### config.mk
export PLATFORM = sky130hd
export DESIGN_NAME = acr_reader
export DESIGN_NICKNAME = d
export VERILOG_FILES = /design/src/core/acr_pkg.sv /design/src/core/acr_fifo.sv /design/src/core/acr_reader.sv
export VERILOG_INCLUDE_DIRS = /design/src /design/src/core
export SDC_FILE = /design/constraint.sdc
export NUM_CORES = 1
export LEC_CHECK = 0
export ABC_CLOCK_PERIOD_IN_PS = 3400
export BUFFER_PORTS_ARGS = -buffer_cell sky130_fd_sc_hd__buf_4
export CAP_MARGIN = 20
export CORE_ASPECT_RATIO = 0.7
export CORE_MARGIN = 2
export CORE_UTILIZATION = 30
export CTS_CLUSTER_DIAMETER = 60
export DETAILED_ROUTE_END_ITERATION = 8
export SLEW_MARGIN = 5
export SYNTH_ARGS = -nofsm -noshare
export SYNTH_HDL_FRONTEND = slang
export SYNTH_SLANG_ARGS = --single-unit
### constraint.sdc
create_clock -name clk -period 3.4 [get_ports clk]
set_input_delay 0.17 -clock clk [delete_from_list [all_inputs] [get_ports clk]]
set_output_delay 0.17 -clock clk [all_outputs]
set_load 0.05 [all_outputs]
### src/core/acr_consts.svh
`ifndef ACR_CONSTS_SVH
`define ACR_CONSTS_SVH

// Clock figures in MHz
`define ACR_REF_MHZ 50
`define ACR_SYS_MHZ 100
`define ACR_SPI_MHZ 2
// Half period of the serial clock in system cycles
`define ACR_SCLK_HALF ((`ACR_SYS_MHZ / `ACR_SPI_MHZ) / 2)
`define ACR_DIV_W 5
// Frame shape
`define ACR_FRAME_BITS 16
`define ACR_BIT_W 5
`define ACR_CHAN_MSB_POS 13
`define ACR_RESULT_W 12
`define ACR_LED_LO 4
`define ACR_LED_HI 11
`define ACR_FIFO_DEPTH 8
`define ACR_FIRST_CHAN 3'h0

`endif

### src/core/acr_pkg.sv
package acr_pkg;
	// A finished conversion tagged with its true channel
	typedef struct packed {
		logic [2:0] chan;
		logic [11:0] value;
	} acr_result_type;

	// Serial link pins toward the converter
	typedef struct packed {
		logic cs_n;
		logic sclk;
		logic din;
	} acr_link_type;

	typedef enum logic [1:0] {ACR_IDLE, ACR_LOW, ACR_HIGH, ACR_GAP} acr_state_type;
endpackage

### src/core/acr_fifo.sv
`timescale 1ns/10ps
`include "acr_consts.svh"

module acr_fifo #(
	parameter int WIDTH = 15,
	parameter int DEPTH = 8
) (
	input wire logic clk,
	input wire logic rst_n,
	input wire logic [WIDTH-1:0] in_data,
	input wire logic in_valid,
	output logic in_ready,
	output logic [WIDTH-1:0] out_data,
	output logic out_valid,
	input wire logic out_ready
);
	localparam int AW = $clog2(DEPTH);
	logic [WIDTH-1:0] mem [DEPTH];
	logic [AW:0] wr_ptr;
	logic [AW:0] rd_ptr;
	logic push;
	logic pop;

	// Full when pointers differ only in the wrap bit
	assign in_ready = !((wr_ptr[AW] != rd_ptr[AW]) && (wr_ptr[AW-1:0] == rd_ptr[AW-1:0]));
	assign out_valid = wr_ptr != rd_ptr;
	assign out_data = mem[rd_ptr[AW-1:0]];
	assign push = in_valid && in_ready;
	assign pop = out_valid && out_ready;

	// Storage, no reset needed
	always_ff @(posedge clk) begin
		if (push) begin
			mem[wr_ptr[AW-1:0]] <= in_data;
		end
	end

	// Pointers
	always_ff @(posedge clk) begin
		if (!rst_n) begin
			wr_ptr <= '0;
			rd_ptr <= '0;
		end else begin
			if (push) begin
				wr_ptr <= wr_ptr + 1'b1;
			end
			if (pop) begin
				rd_ptr <= rd_ptr + 1'b1;
			end
		end
	end
endmodule // acr_fifo

### src/core/acr_reader.sv
// How it works
// - Switch values 0000 to 0111 pick converter channels zero to seven.
// - LEDs show result bits eleven down to four, bit eleven on top.
// - Chosen channel shifts out on the converter input line each frame.
// - Each received result belongs to the previous frame's channel.
// - First result after reset is tagged as channel zero.
// - Results are plain unsigned binary, no sign or offset change.
// - Serial clock runs at 2 MHz, made from the system clock.
// - Operating clock comes from a 50 MHz reference via a synthesizer.
// - Four-wire link: select, serial clock, data out, data in.
`timescale 1ns/10ps
`include "acr_consts.svh"

module acr_reader
	import acr_pkg::*;
(
	input wire logic clk,
	input wire logic rst_n,
	input wire logic [3:0] channel_select_switches,
	output logic conv_cs_n,
	output logic conv_sclk,
	output logic conv_din,
	input wire logic conv_dout,
	output logic [7:0] led,
	output logic [2:0] led_chan,
	output logic result_valid,
	output acr_result_type result_data,
	input wire logic result_ready
);
	// the synthesizer sits outside; clk is its 100 MHz output
	acr_state_type state;
	logic [`ACR_DIV_W-1:0] div;
	logic [`ACR_BIT_W-1:0] bit_cnt;
	logic [`ACR_FRAME_BITS-1:0] shift_out;
	logic [`ACR_FRAME_BITS-1:0] shift_in;
	logic [2:0] chan_now;
	logic [2:0] chan_prev;
	logic half_tick;
	logic fifo_in_ready;
	logic fifo_in_valid;
	acr_result_type fifo_in;
	acr_result_type fifo_out;
	logic fifo_out_valid;
	logic led_pop;

	assign half_tick = div == `ACR_DIV_W'(`ACR_SCLK_HALF - 1);

	// Serial clock divider, 2 MHz from the system clock
	always_ff @(posedge clk) begin
		if (!rst_n || half_tick) begin
			div <= '0;
		end else begin
			div <= div + 1'b1;
		end
	end

	// Frame sequencer; waits in the gap while the FIFO is full
	always_ff @(posedge clk) begin
		if (!rst_n) begin
			state <= ACR_IDLE;
			bit_cnt <= '0;
		end else if (half_tick) begin
			unique case (state)
				ACR_IDLE: begin
					state <= ACR_LOW;
					bit_cnt <= '0;
				end
				ACR_LOW: begin
					state <= ACR_HIGH;
				end
				ACR_HIGH: begin
					if (bit_cnt == `ACR_BIT_W'(`ACR_FRAME_BITS - 1)) begin
						state <= ACR_GAP;
					end else begin
						state <= ACR_LOW;
						bit_cnt <= bit_cnt + 1'b1;
					end
				end
				ACR_GAP: begin
					if (fifo_in_ready) begin
						state <= ACR_IDLE;
					end
				end
			endcase
		end
	end

	// Shifting: drive on falling edge, sample on rising edge
	always_ff @(posedge clk) begin
		if (!rst_n) begin
			shift_out <= '0;
			shift_in <= '0;
			chan_now <= `ACR_FIRST_CHAN;
		end else if (half_tick) begin
			if (state == ACR_IDLE) begin
				// Upper switch bit ignored; only eight channels exist
				chan_now <= channel_select_switches[2:0];
				shift_out <= '0;
				shift_out[`ACR_CHAN_MSB_POS -: 3] <= channel_select_switches[2:0];
			end else if (state == ACR_HIGH) begin
				shift_out <= {shift_out[`ACR_FRAME_BITS-2:0], 1'b0};
			end else if (state == ACR_LOW) begin
				shift_in <= {shift_in[`ACR_FRAME_BITS-2:0], conv_dout};
			end
		end
	end

	// Link pins, all registered
	always_ff @(posedge clk) begin
		if (!rst_n) begin
			conv_cs_n <= 1'b1;
			conv_sclk <= 1'b1;
			conv_din <= 1'b0;
		end else begin
			conv_cs_n <= !(state == ACR_LOW || state == ACR_HIGH);
			conv_sclk <= state != ACR_LOW;
			conv_din <= shift_out[`ACR_FRAME_BITS-1];
		end
	end

	// Previous channel tag; reset value covers the power-up result
	always_ff @(posedge clk) begin
		if (!rst_n) begin
			chan_prev <= `ACR_FIRST_CHAN;
		end else if (half_tick && state == ACR_GAP && fifo_in_ready) begin
			chan_prev <= chan_now;
		end
	end

	assign fifo_in_valid = half_tick && state == ACR_GAP;
	assign fifo_in.chan = chan_prev;
	assign fifo_in.value = shift_in[`ACR_RESULT_W-1:0];

	acr_fifo #(
		.WIDTH($bits(acr_result_type)),
		.DEPTH(`ACR_FIFO_DEPTH)
	) u_fifo (
		.clk(clk),
		.rst_n(rst_n),
		.in_data(fifo_in),
		.in_valid(fifo_in_valid),
		.in_ready(fifo_in_ready),
		.out_data(fifo_out),
		.out_valid(fifo_out_valid),
		.out_ready(led_pop)
	);

	// Downstream consumer holds the head until it takes it
	assign led_pop = fifo_out_valid && (result_ready || !result_valid);

	// Output stage: LEDs and the result stream, registered
	always_ff @(posedge clk) begin
		if (!rst_n) begin
			led <= '0;
			led_chan <= '0;
			result_valid <= 1'b0;
			result_data <= '0;
		end else begin
			if (led_pop) begin
				led <= fifo_out.value[`ACR_LED_HI:`ACR_LED_LO];
				led_chan <= fifo_out.chan;
				result_data <= fifo_out;
				result_valid <= 1'b1;
			end else if (result_ready) begin
				result_valid <= 1'b0;
			end
		end
	end
endmodule // acr_reader

; After elaboration in Yosys (flattened, before gate mapping)
; Memories as Yosys holds them, arrays and structs flattened. A register that Yosys moved wholly into a read port is not among the register bits.
; Cells that the tools add are included.
[word_totals]
regBits = 81
ram_bits = 120
in_bits = 8
elab_cells = 67
n_memories = 1
[classes]
add_sub_neg = 4
eq_ne = 11
muxes = 13
n_bitwise = 2
n_reduce_logical = 20
[memory_table]
columns = name, depth, width, rd, rd_ports_with_merged_regs, write_ports, line
row1 = u_fifo.mem, 8, 15, 1, 1, 1, acr_fifo.sv:18  ; logic [WIDTH-1:0] mem [DEPTH];
[op_table]
columns = op, count
row1 = $mux 16, 2
row2 = $add 5x1->5 const B, 2
row3 = $pmux 5 s2, 1
row4 = $add 4x1->4 const B, 2
row5 = $pmux 2 s4, 1
row6 = $mux 3, 2
row7 = $reduce_and 2->1, 3
row8 = $eq 5x4->1 const B, 1
row9 = $eq 5x5->1 const B, 1
row10 = $logic_and 1x1->1, 5
row11 = $mux 5, 1
row12 = $eq 2x2->1 const B, 2
row13 = $logic_not 1->1, 4
row14 = $mux 1, 4
row15 = $mux 2, 2
row16 = $ne 2x2->1 const B, 2
row17 = $ne 4x4->1, 1
row18 = $reduce_and 4->1, 1
row19 = $reduce_bool 2->1, 2
row20 = $eq 3x3->1, 1
row21 = $logic_or 1x1->1, 3
row22 = $reduce_and 3->1, 1
row23 = $eq 2x1->1 const B, 1
row24 = $logic_not 2->1, 1
row25 = other kinds (3), 4

; Depth between registers and ports, before layout
; Gate-level depths: netlist of the first run.
[depth]
ltp_word = 6
depth_mapped = 8

; Modules after synthesis
; Synthesis of the first run repeated with hierarchy kept, for this count alone.
[hier_totals]
hier_cells = 532
hier_area_um2 = 7626.1
[by_module_without_submodules]
columns = mod, instances, cells_each, area_each_um2, seq_area_each_um2
row1 = acr_fifo, 1, 258, 5286.3, 3823.7
row2 = acr_reader, 1, 274, 2339.7, 1081.0

; Worst setup path before layout of the first run
; OpenSTA, ideal clock, no wires.
[synth_path]
path_type = reg-to-reg
startpoint = reg div[0]
endpoint = mem u_fifo.mem[1][0], enable pin
t_arrival_ps = 2803
required_ps = 2968
path_slack_ps = 165
stages_incl_launch_ff = 8
path_buffers = 1
synth_period_minus_slack_ps = 3235
cell_sequence = dfxtp_1 -> inv_1 -> ha_1 -> and4b_1 -> and2_1 -> buf_2 -> nand2_1 -> nor4b_1
[synth_via]
elab_chain_cells = 5
[synth_rtl]
columns = item, line
row1 = start: declaration, acr_reader.sv:32  ; logic [`ACR_DIV_W-1:0] div;
row2 = start signal: assignment, acr_reader.sv:53  ; div <= div + 1'b1;
row3 = $eq 5x5->1, acr_reader.sv:46  ; assign half_tick = div == `ACR_DIV_W'(`ACR_SCLK_HALF - 1);
row4 = $logic_and 1x1->1, acr_reader.sv:130  ; assign fifo_in_valid = half_tick && state == ACR_GAP;
row5 = $logic_and 1x1->1, acr_fifo.sv:28  ; assign push = in_valid && in_ready;
row6 = $mux 1, acr_fifo.sv:33  ; if (push) begin
row7 = $mux 1 (implied by the code), acr_fifo.sv:34  ; mem[wr_ptr[AW-1:0]] <= in_data;
row8 = end: declaration, acr_fifo.sv:18
; No other way between the ends.

; Worst setup path in the final report of the first run
[layout_path]
startpoint = reg div[0]
endpoint = mem u_fifo.mem[2][6], enable pin
; The elaborated chain is that of the path after synthesis.

==> metrics, run 1 <==
outcome finished clean; CTS tree yes; final setup margin 0.7507 ns; drt wl/cell 16.28 um; Reg power frac 44.6%; initial core utilization 30.60%; worst skew pair latency 0.43 ns; Final Hold Viols 0; Hold WS 0.03026 ns; Final Slew Violations 0; Worst Hold Class in -> reg; Mapped Area 7233 um^2; Crit. End Element flop; maximum level of the CTS H-tree 4; Slew @ Worst Pin 1.109 ns; Via Count 4015; nets@finish 535; Req. time, crit path 3.50 ns; Crit path buffers/inverters 2; I/O pin count 38; Avg Cell Area, Syn 14.85 um^2; register area share after synthesis 67.81%; Post-Route WL 13810 um; LEAKAGE 0.002778 uW; postcts setup bufs 0; largest net degree at the start of global routing 33; Routed Antenna Nets 0; VDD IR max 399.7 uV; CP arrival 2.75 ns; top cells by area, synth edfxtp_1, dfxtp_1, mux4_2, a21oi_1, mux2i_1; Final Critical Period 2.649 ns; slowest cell delay on critical path 0.51 ns; # Max-Cap Violations 0; routability cong. 0.7106; Via-to-Cell Ratio 4.735; Setup Crit Path Kind reg -> reg; post_cts resized 0; CP max FO 15; hpwl dp 8470 um; Worst path slowest cell and4b_1; Port Buffer Count 36; antenna violations before repair 0; RSZ-0062 raised after global routing no; Yosys top cell by area edfxtp_1; Yosys reg bits 185; setup TNS 0 ns; combinational fraction of design power 19.1%; # hold bufs at CTS 1; total power divided by cell area 668.5 nW/um^2; FP Rows 47; Clock Tree Buf Depth 2; core area 23640 um^2; clock skew 0.01009 ns; CTS clock-pin slew for the worst setup and hold paths 0.07 ns; drt drc 0; critical path, cell by cell inv_1 -> ha_1 -> and4b_1 -> and2_1 -> nand2_1 -> nor4b_2 -> buf_4; fmax 377.5 MHz; Area Overhead vs Synth 16.66%; DRT iter0 DRCs 323; Yosys warning total 0; Netlist cell types 42; root buffer cell clkbuf_16; vias in the first global route 3964; P_sw 1609 uW; Final period util 77.92%; final setup violating endpoints 0; first-pass GRT wire length 21850 um; 1st-pass router iterations 5; CP startpoint kind flop; Rel. slew slack 25.97%; grt ovf 0; Antenna diodes 0; Clock Power Share 36.4%; proportion of layout cells with a drive suffix above 1 23.21%; Top delay family on crit path simple AND/OR/NAND/NOR gates; Net Sw Frac 28.52%; pre-CTS setup slack 0.8171 ns; Power Internal 4032 uW; Horiz. Die Dim 189.6 um; Sink Count 185; fill count 2213; Gate Count Post-Synth 487; CTS Buf Count 17; Die Height 133.9 um; top-area cell type share of the netlist area 49.82%; Die ar. 25390 um^2; GRT Total Usage 11.46%; Post-Syn Nets 505
path summary, 6_finish.rpt:
| path | start | end | slack [ns] | cells past startpoint |
|---|---|---|---|---|
| setup reg to reg | div[0] | u_fifo.mem[2][6] | 0.75 | 7 |
| setup / recovery | div[0] | u_fifo.mem[2][6] | 0.75 | 7 |
| hold / removal | channel_select_switches[2] | chan_now[2] | 0.03 | 3 |
| hold reg to reg | shift_out[15] | shift_out[15] | 0.45 | 2 |
cells in the mapped netlist (all sizes together):
| cell | instances |
|---|---|
| buf | 22 |
| nand3 | 17 |
| ha | 10 |
| inv | 6 |
| and4 | 2 |
| and3 | 3 |
| xor2 | 4 |
| nand4 | 5 |
| a211oi | 3 |
| a21oi | 46 |
| mux4 | 30 |
| o311ai | 1 |
| o21ai | 22 |
| dfxtp | 65 |
| nor4 | 1 |
| nand4b | 1 |
| mux2i | 21 |
| clkbuf | 15 |
| edfxtp | 120 |
| nor2b | 1 |
| nor2 | 17 |
| or3 | 3 |
| and4b | 1 |
| nand2b | 3 |
| a41oi | 1 |
| o31ai | 1 |
| nand3b | 2 |
| nand2 | 44 |
| nor3b | 2 |
| or2 | 1 |
| nor3 | 3 |
| clkinv | 1 |
| nor4b | 4 |
| a21o | 1 |
| xnor2 | 6 |
| and2 | 2 |
layer usage:
layer	GRT usage, %	vias to the layer above	part of all wire (%)
met5	0	-	0
met4	5.082	0	1.9
met3	2.329	20	6.2
met2	18.25	100	47
met1	15.24	2006	45
li1	-	1889	-
state kept, by name, indices dropped and copies added, names as in the netlist, named ones only:
signal / count
shift_out: 5
result_data: 7
chan_now: 3
bit_cnt: 5
div: 5
u_fifo.rd_ptr: 4
conv_din: 1
led: 8
u_fifo.mem: 120
chan_prev: 3
u_fifo.wr_ptr: 4
conv_sclk: 1
conv_cs_n: 1
result_valid: 1
shift_in: 12
state: 2
power by group through the flow:
stage          combinational (uW)  sequential [uW]  clock (uW)
5_1_grt                      1150             2530        2180
3_5_place_dp                 1090             2570           0
3_3_place_gp                 1090             2560           0
2_1_floorplan                 641             2790           0
6_report                     1070             2520        2050
4_1_cts                      1090             2520        2080
per-stage QoR:
step | area, um^2 | util (%) | total power [uW] | instances
4_1_cts | 8438 | 35.69 | 5688 | 848
6_report | 8438 | 35.69 | 5641 | 848
2_1_floorplan | 7233 | - | 3427 | 487
3_3_place_gp | 7810 | 33.04 | 3648 | 815
5_1_grt | 8438 | 35.69 | 5853 | 848
3_5_place_dp | 7810 | 33.04 | 3655 | 815
layout by cell type, fill, tap and decap left out, types with 3 or more instances in the layout:
| cell type | synthesis | final |
|---|---|---|
| edfxtp_1 | 120 | 120 |
| dfxtp_1 | 65 | 63 |
| buf_4 | 11 | 47 |
| a21oi_1 | 46 | 46 |
| nand2_1 | 44 | 44 |
| mux4_2 | 30 | 30 |
| mux2i_1 | 21 | 21 |
| o21ai_0 | 21 | 21 |
| nand3_1 | 17 | 17 |
| nor2_1 | 17 | 17 |
| clkbuf_16 | 0 | 17 |
| ha_1 | 10 | 10 |
| inv_1 | 6 | 6 |
| nand4_1 | 5 | 5 |
| xor2_1 | 4 | 4 |
| and3_1 | 3 | 3 |
| xnor2_2 | 3 | 3 |
| a211oi_1 | 3 | 3 |
| xnor2_1 | 3 | 3 |
| or3_1 | 3 | 3 |
| nand2b_1 | 3 | 3 |
| inv_6 | 0 | 3 |
| bufinv_16 | 0 | 3 |
tightest hold or removal path, delay by kind of cell:
| kind | cells | cell delay [ns] |
|---|---|---|
| simple gates | 1 | 0.07 |
| compound gates | 1 | 0.06 |
| buf+inv | 1 | 0.11 |
area by class of cell:
class	instances	area (um^2)	area share [%]
clock inverters	13	165.2	1.957
inverters	7	26.28	0.3114
multi-input cells	258	2126	25.19
flip-flops and latches	185	4907	58.16
repair buffers	48	362.8	4.300
clock buffers	19	452.9	5.368
well taps	318	397.9	4.715
kinds of logic (layout without fill, tap and decap cells):
kind of cell	count (synthesis)	count (layout)	synth area share, %
multiplexers	51	51	12.25
buffers and inverters	44	87	3.339
AND/OR/NAND/NOR	112	112	7.628
adder cells (fa/ha/maj)	10	10	1.730
XOR/XNOR	10	10	1.522
AO/OA/AOI/OAI	75	75	5.726
flip-flops	185	185	67.81
Power figures use the tool's default switching activity.
==> inputs of run 2 (changes only) <==
ABC_CLOCK_PERIOD_IN_PS = 2300   (was 3400)
clock period = 2.3 ns   (was 3.4 ns; I/O delays follow)
==> run 2 against run 1 <==
Sequential share of layout area fell by 1.1 points. Power increased by 46%. Worst hold slack improved by 0.043 ns. Final cell count grew 1.5%. Design area grew 1.9%. Highest routed layer unchanged. Flip-flop and latch count unchanged.
==> metrics, run 2 (synthesis results as in run 1) <==
Post-Route WL 14580 um; routability cong. 0.7391; Final period util 90.24%; VDD IR max 531.9 uV; Horiz. Die Dim 189.6 um; most common cell after layout, fill and taps aside edfxtp_1; Tot Pwr 8238 uW; Setup Crit Path Kind reg -> reg; maximum level of the CTS H-tree 4; final setup violating endpoints 0; crit path launch div[0]; Die ar. 25390 um^2; Register Area 4906 um^2; largest net degree at the start of global routing 34; setup TNS 0 ns; DRT iter0 DRCs 282; Req. time, crit path 2.42 ns; CP max FO 15; Final Critical Period 2.075 ns; Final Slew Violations 0; clock skew 0.01322 ns; crit path capture u_fifo.mem[1][1]; I/O pin count 38; Reg2Reg Depth 7; fill count 2215; nets@finish 548; Finished Cell Area 8602 um^2; 1st-pass router iterations 4; Clock Tree Buf Depth 2; flop-to-flop setup slack 0.22 ns; root buffer cell clkbuf_16; Port Buffer Count 36; placed inst area 7973 um^2; Area Overhead vs Synth 18.92%; FP Rows 47; CTS Buf Count 17; slowest cell delay on critical path 0.34 ns; CP Depth 7; hpwl dp 8734 um; initial core utilization 30.60%; Top delay family on crit path simple AND/OR/NAND/NOR gates; Antenna diodes 0; CP arrival 2.20 ns; vias in the first global route 4030; Crit. End Element flop; CP startpoint kind flop; core area 23640 um^2; grt ovf 0; Routed Antenna Nets 0; Sink Count 185; FF-to-FF End u_fifo.mem[1][1]; Slew @ Worst Pin 0.4881 ns; CTS tree yes; drt wl/cell 16.93 um; Crit path buffers/inverters 2; first-pass GRT wire length 22830 um; LEAKAGE 0.002839 uW; GRT Total Usage 11.81%; proportion of layout cells with a drive suffix above 1 24.31%; total power divided by cell area 957.6 nW/um^2; most frequent cells in the layout edfxtp_1, dfxtp_1, buf_4; # Max-Cap Violations 0; Via-to-Cell Ratio 4.729; fmax 481.8 MHz; critical path, cell by cell inv_1 -> ha_1 -> and4b_1 -> and2_1 -> nand2_1 -> nor4b_4 -> buf_12; FF-to-FF Start div[0]; RSZ-0062 raised after global routing no; Final Hold Viols 0; worst skew pair latency 0.42 ns; Rel. slew slack 67.46%; outcome finished clean; Worst Hold Class in -> reg; Via Count 4072; Die Height 133.9 um; antenna violations before repair 0; Worst path slowest cell dfxtp_1; post_cts resized 0; fin util 36.39%; drt drc 0; max reg flops 120; footprint of the multi-input gates 2152 um^2; CTS clock-pin slew for the worst setup and hold paths 0.08 ns
[run 2: changes by cell type in the layout (fill, tap and decap cells not counted), moves of 2 or more]
cell	delta
buf_12	+5
buf_4	+5
dlygate4sd3_1	+3
bufinv_16	-2
clkbuf_8	-2
clkinv_8	+2
inv_8	+2
nor4b_2	-2
nor4b_4	+2
[run 2: timing repair]
item,CTS,global route
buffers inserted,0,0
hold buffers,4,0
hold endpoints to repair,4,0
[run 2: worst min path at each step]
stage	from	to	slack [ns]	cells past startpoint
4_1_cts	rst_n	conv_cs_n	0.06	2
3_3_place_gp	conv_dout	shift_in[0]	0.40	3
2_1_floorplan	conv_dout	shift_in[0]	0.25	2
3_5_place_dp	conv_dout	shift_in[0]	0.39	3
6_report	rst_n	conv_cs_n	0.07	2
5_1_grt	rst_n	conv_cs_n	0.07	2
[run 2: final cells by class]
type / instances / share of cell area (%)
flip-flops and latches: 185 / 57.03
repair buffers: 61 / 6.167
inverters: 7 / 0.3055
well taps: 318 / 4.625
multi-input cells: 258 / 25.02
clock buffers: 18 / 4.989
clock inverters: 14 / 1.862
[run 2: report_power, final]
part	internal (uW)	switching, uW	leakage (uW)
Clock	1550	1350	0.000283
Combinational	587	1040	0.000920
Sequential	3620	96.6	0.00164
Total	5750	2490	0.00284
[run 2: per-stage QoR]
stage                     setup WS [ns]  hold slack [ns]  instances
after floorplan                 -0.4768           0.2510        487
after global placement           0.3192           0.3960        825
after detailed placement         0.2368           0.3907        825
after CTS                        0.2139          0.06053        861
after global routing             0.1159          0.07016        861
final                            0.2245          0.07360        861
[run 2: layer usage]
metal | vias up | routed length, um | GRT usage [%]
met4 | 0 | 146 | 4.048
met1 | 2036 | 6769 | 16.35
met2 | 113 | 6871 | 18.58
li1 | 1912 | - | -
met5 | - | 0 | 0
met3 | 11 | 790 | 2.407
==> inputs of run 3 (changes only) <==
ABC_CLOCK_PERIOD_IN_PS = 1700   (was 2300)
clock period = 1.7 ns   (was 2.3 ns; I/O delays follow)
==> run 3 against run 2 <==
The run now ends with setup timing left. Register-to-register slack got worse by 0.44 ns. Non-clock buffer count grew 36. Clock power grew 34%. Die area stayed put. Largest cell class unchanged.
==> metrics, run 3 (synthesis results as in run 1) <==
Setup Crit Path Kind reg -> reg; Clock Tree Buf Depth 2; Antenna diodes 0; most frequent cells in the layout edfxtp_1, buf_4, dfxtp_1; Sink Count 185; grt ovf 0; hpwl dp 9954 um; Final Slew Violations 0; CTS Buf Count 17; Final period util 112.6%; Reg2Reg Depth 9; total power divided by cell area 1231 nW/um^2; fin util 38.50%; nets@finish 584; drt drc 0; core area 23640 um^2; initial core utilization 30.60%; outcome finished, violations left; P_sw 3321 uW; Slew @ Worst Pin 0.4587 ns; Die ar. 25390 um^2; Hold WS 0.01672 ns; CP max FO 7; Routed Antenna Nets 0; Crit. End Element flop; RSZ-0062 raised after global routing yes; Horiz. Die Dim 189.6 um; CTS clock-pin slew for the worst setup and hold paths 0.07 ns; Final Critical Period 1.914 ns; maximum level of the CTS H-tree 4; drt wl/cell 17.13 um; Worst Hold Endpoint conv_cs_n; FF-to-FF Start div[0]; clock skew 0.01882 ns; I/O pin count 38; FF-to-FF End u_fifo.mem[1][1]; flop-to-flop setup slack -0.21 ns; Post-Route WL 15370 um; Die Height 133.9 um; largest net degree at the start of global routing 33; fmax 522.4 MHz; GRT Total Usage 12.54%; Final Hold Viols 0; CP arrival 2.06 ns; Hold Path Origin rst_n; Tot Pwr 11200 uW; Reg power frac 44.8%; violated checks setup timing; first-pass GRT wire length 23920 um; Via Count 4197; root buffer cell clkbuf_16; final setup violating endpoints 120; final setup margin -0.2141 ns; VDD IR max 793.0 uV; LEAKAGE 0.003042 uW; Register Area 4910 um^2; Area Overhead vs Synth 25.83%; Clock Power Share 34.5%; Rel. slew slack 69.38%; # Max-Cap Violations 0; Worst Hold Class in -> reg; 1st-pass router iterations 4; DRT iter0 DRCs 323; FP Rows 47; combinational fraction of design power 20.7%; CP startpoint kind flop; Via-to-Cell Ratio 4.679; CTS tree yes; antenna violations before repair 0; fill count 2176; Net Sw Frac 29.64%; worst skew pair latency 0.44 ns; Power Internal 7883 uW; footprint of the multi-input gates 2278 um^2; routability cong. 0.7625; most common cell after layout, fill and taps aside edfxtp_1; Port Buffer Count 36; hold depth 2; Req. time, crit path 1.85 ns; proportion of layout cells with a drive suffix above 1 32.30%; vias in the first global route 4113; max reg flops 120
run 3: cell type report:
type | count | area share [%]
Multi-Input combinational cell | 258 | 25.03
Timing Repair Buffer | 97 | 10.04
Inverter | 7 | 0.2887
Tap cell | 318 | 4.372
Clock buffer | 19 | 4.867
Clock inverter | 13 | 1.457
Sequential cell | 185 | 53.95
run 3: worst max path at each step:
stage,depth (start not counted),endpoint,slack [ns],start
final,9,u_fifo.mem[1][1],-0.21,div[0]
after CTS,8,u_fifo.mem[1][3],-0.22,div[0]
after global routing,9,u_fifo.mem[1][3],-0.30,div[0]
after global placement,8,u_fifo.mem[1][10],-0.22,div[1]
after floorplan,7,u_fifo.mem[1][0],-0.44,div[1]
after detailed placement,8,u_fifo.mem[1][10],-0.25,div[1]
run 3: critical path, stage by stage, from the launching register on:
cell and delay, ns:
dfxtp_2 0.33, inv_2 0.06, ha_4 0.12, and4b_1 0.21, and2_4 0.15, buf_6 0.10, nand2_8 0.07, nor4b_4 0.27
buf_4 0.17, clkbuf_16 0.15
run 3: power by group through the flow:
stage	combinational (uW)	clock, uW	sequential, uW
2_1_floorplan	1290	0	5570
3_3_place_gp	2330	0	5120
3_5_place_dp	2320	0	5130
4_1_cts	2340	3950	5030
5_1_grt	2440	4140	5050
6_report	2320	3860	5020
run 3: what timing repair did:
item                                    CTS  global route
setup buffers                             6             4
cloned                                    2             1
hold buffers                              4             0
endpoints found under the hold margin     5             0
gates resized for setup                   7            16
endpoints found under the setup margin  125           142
pin swaps                                 5             3
run 3: per-layer routing:
layer,vias to the layer above,track usage [%],routed length (um)
met3,11,3.114,927
li1,1993,-,-
met1,2082,17.66,7182
met2,111,19.31,7132
met4,0,3.488,125
met5,-,0,0
run 3: metrics by stage:
step	cell area (um^2)	setup TNS, ns	cells	setup slack, ns
finish	9101	-14.40	897	-0.2141
global route	9101	-24.09	897	-0.2957
CTS	9067	-15.30	895	-0.2217
detailed placement	8324	-21.59	851	-0.2479
global placement	8324	-19.24	851	-0.2213
floorplan	7373	-42.71	487	-0.4386
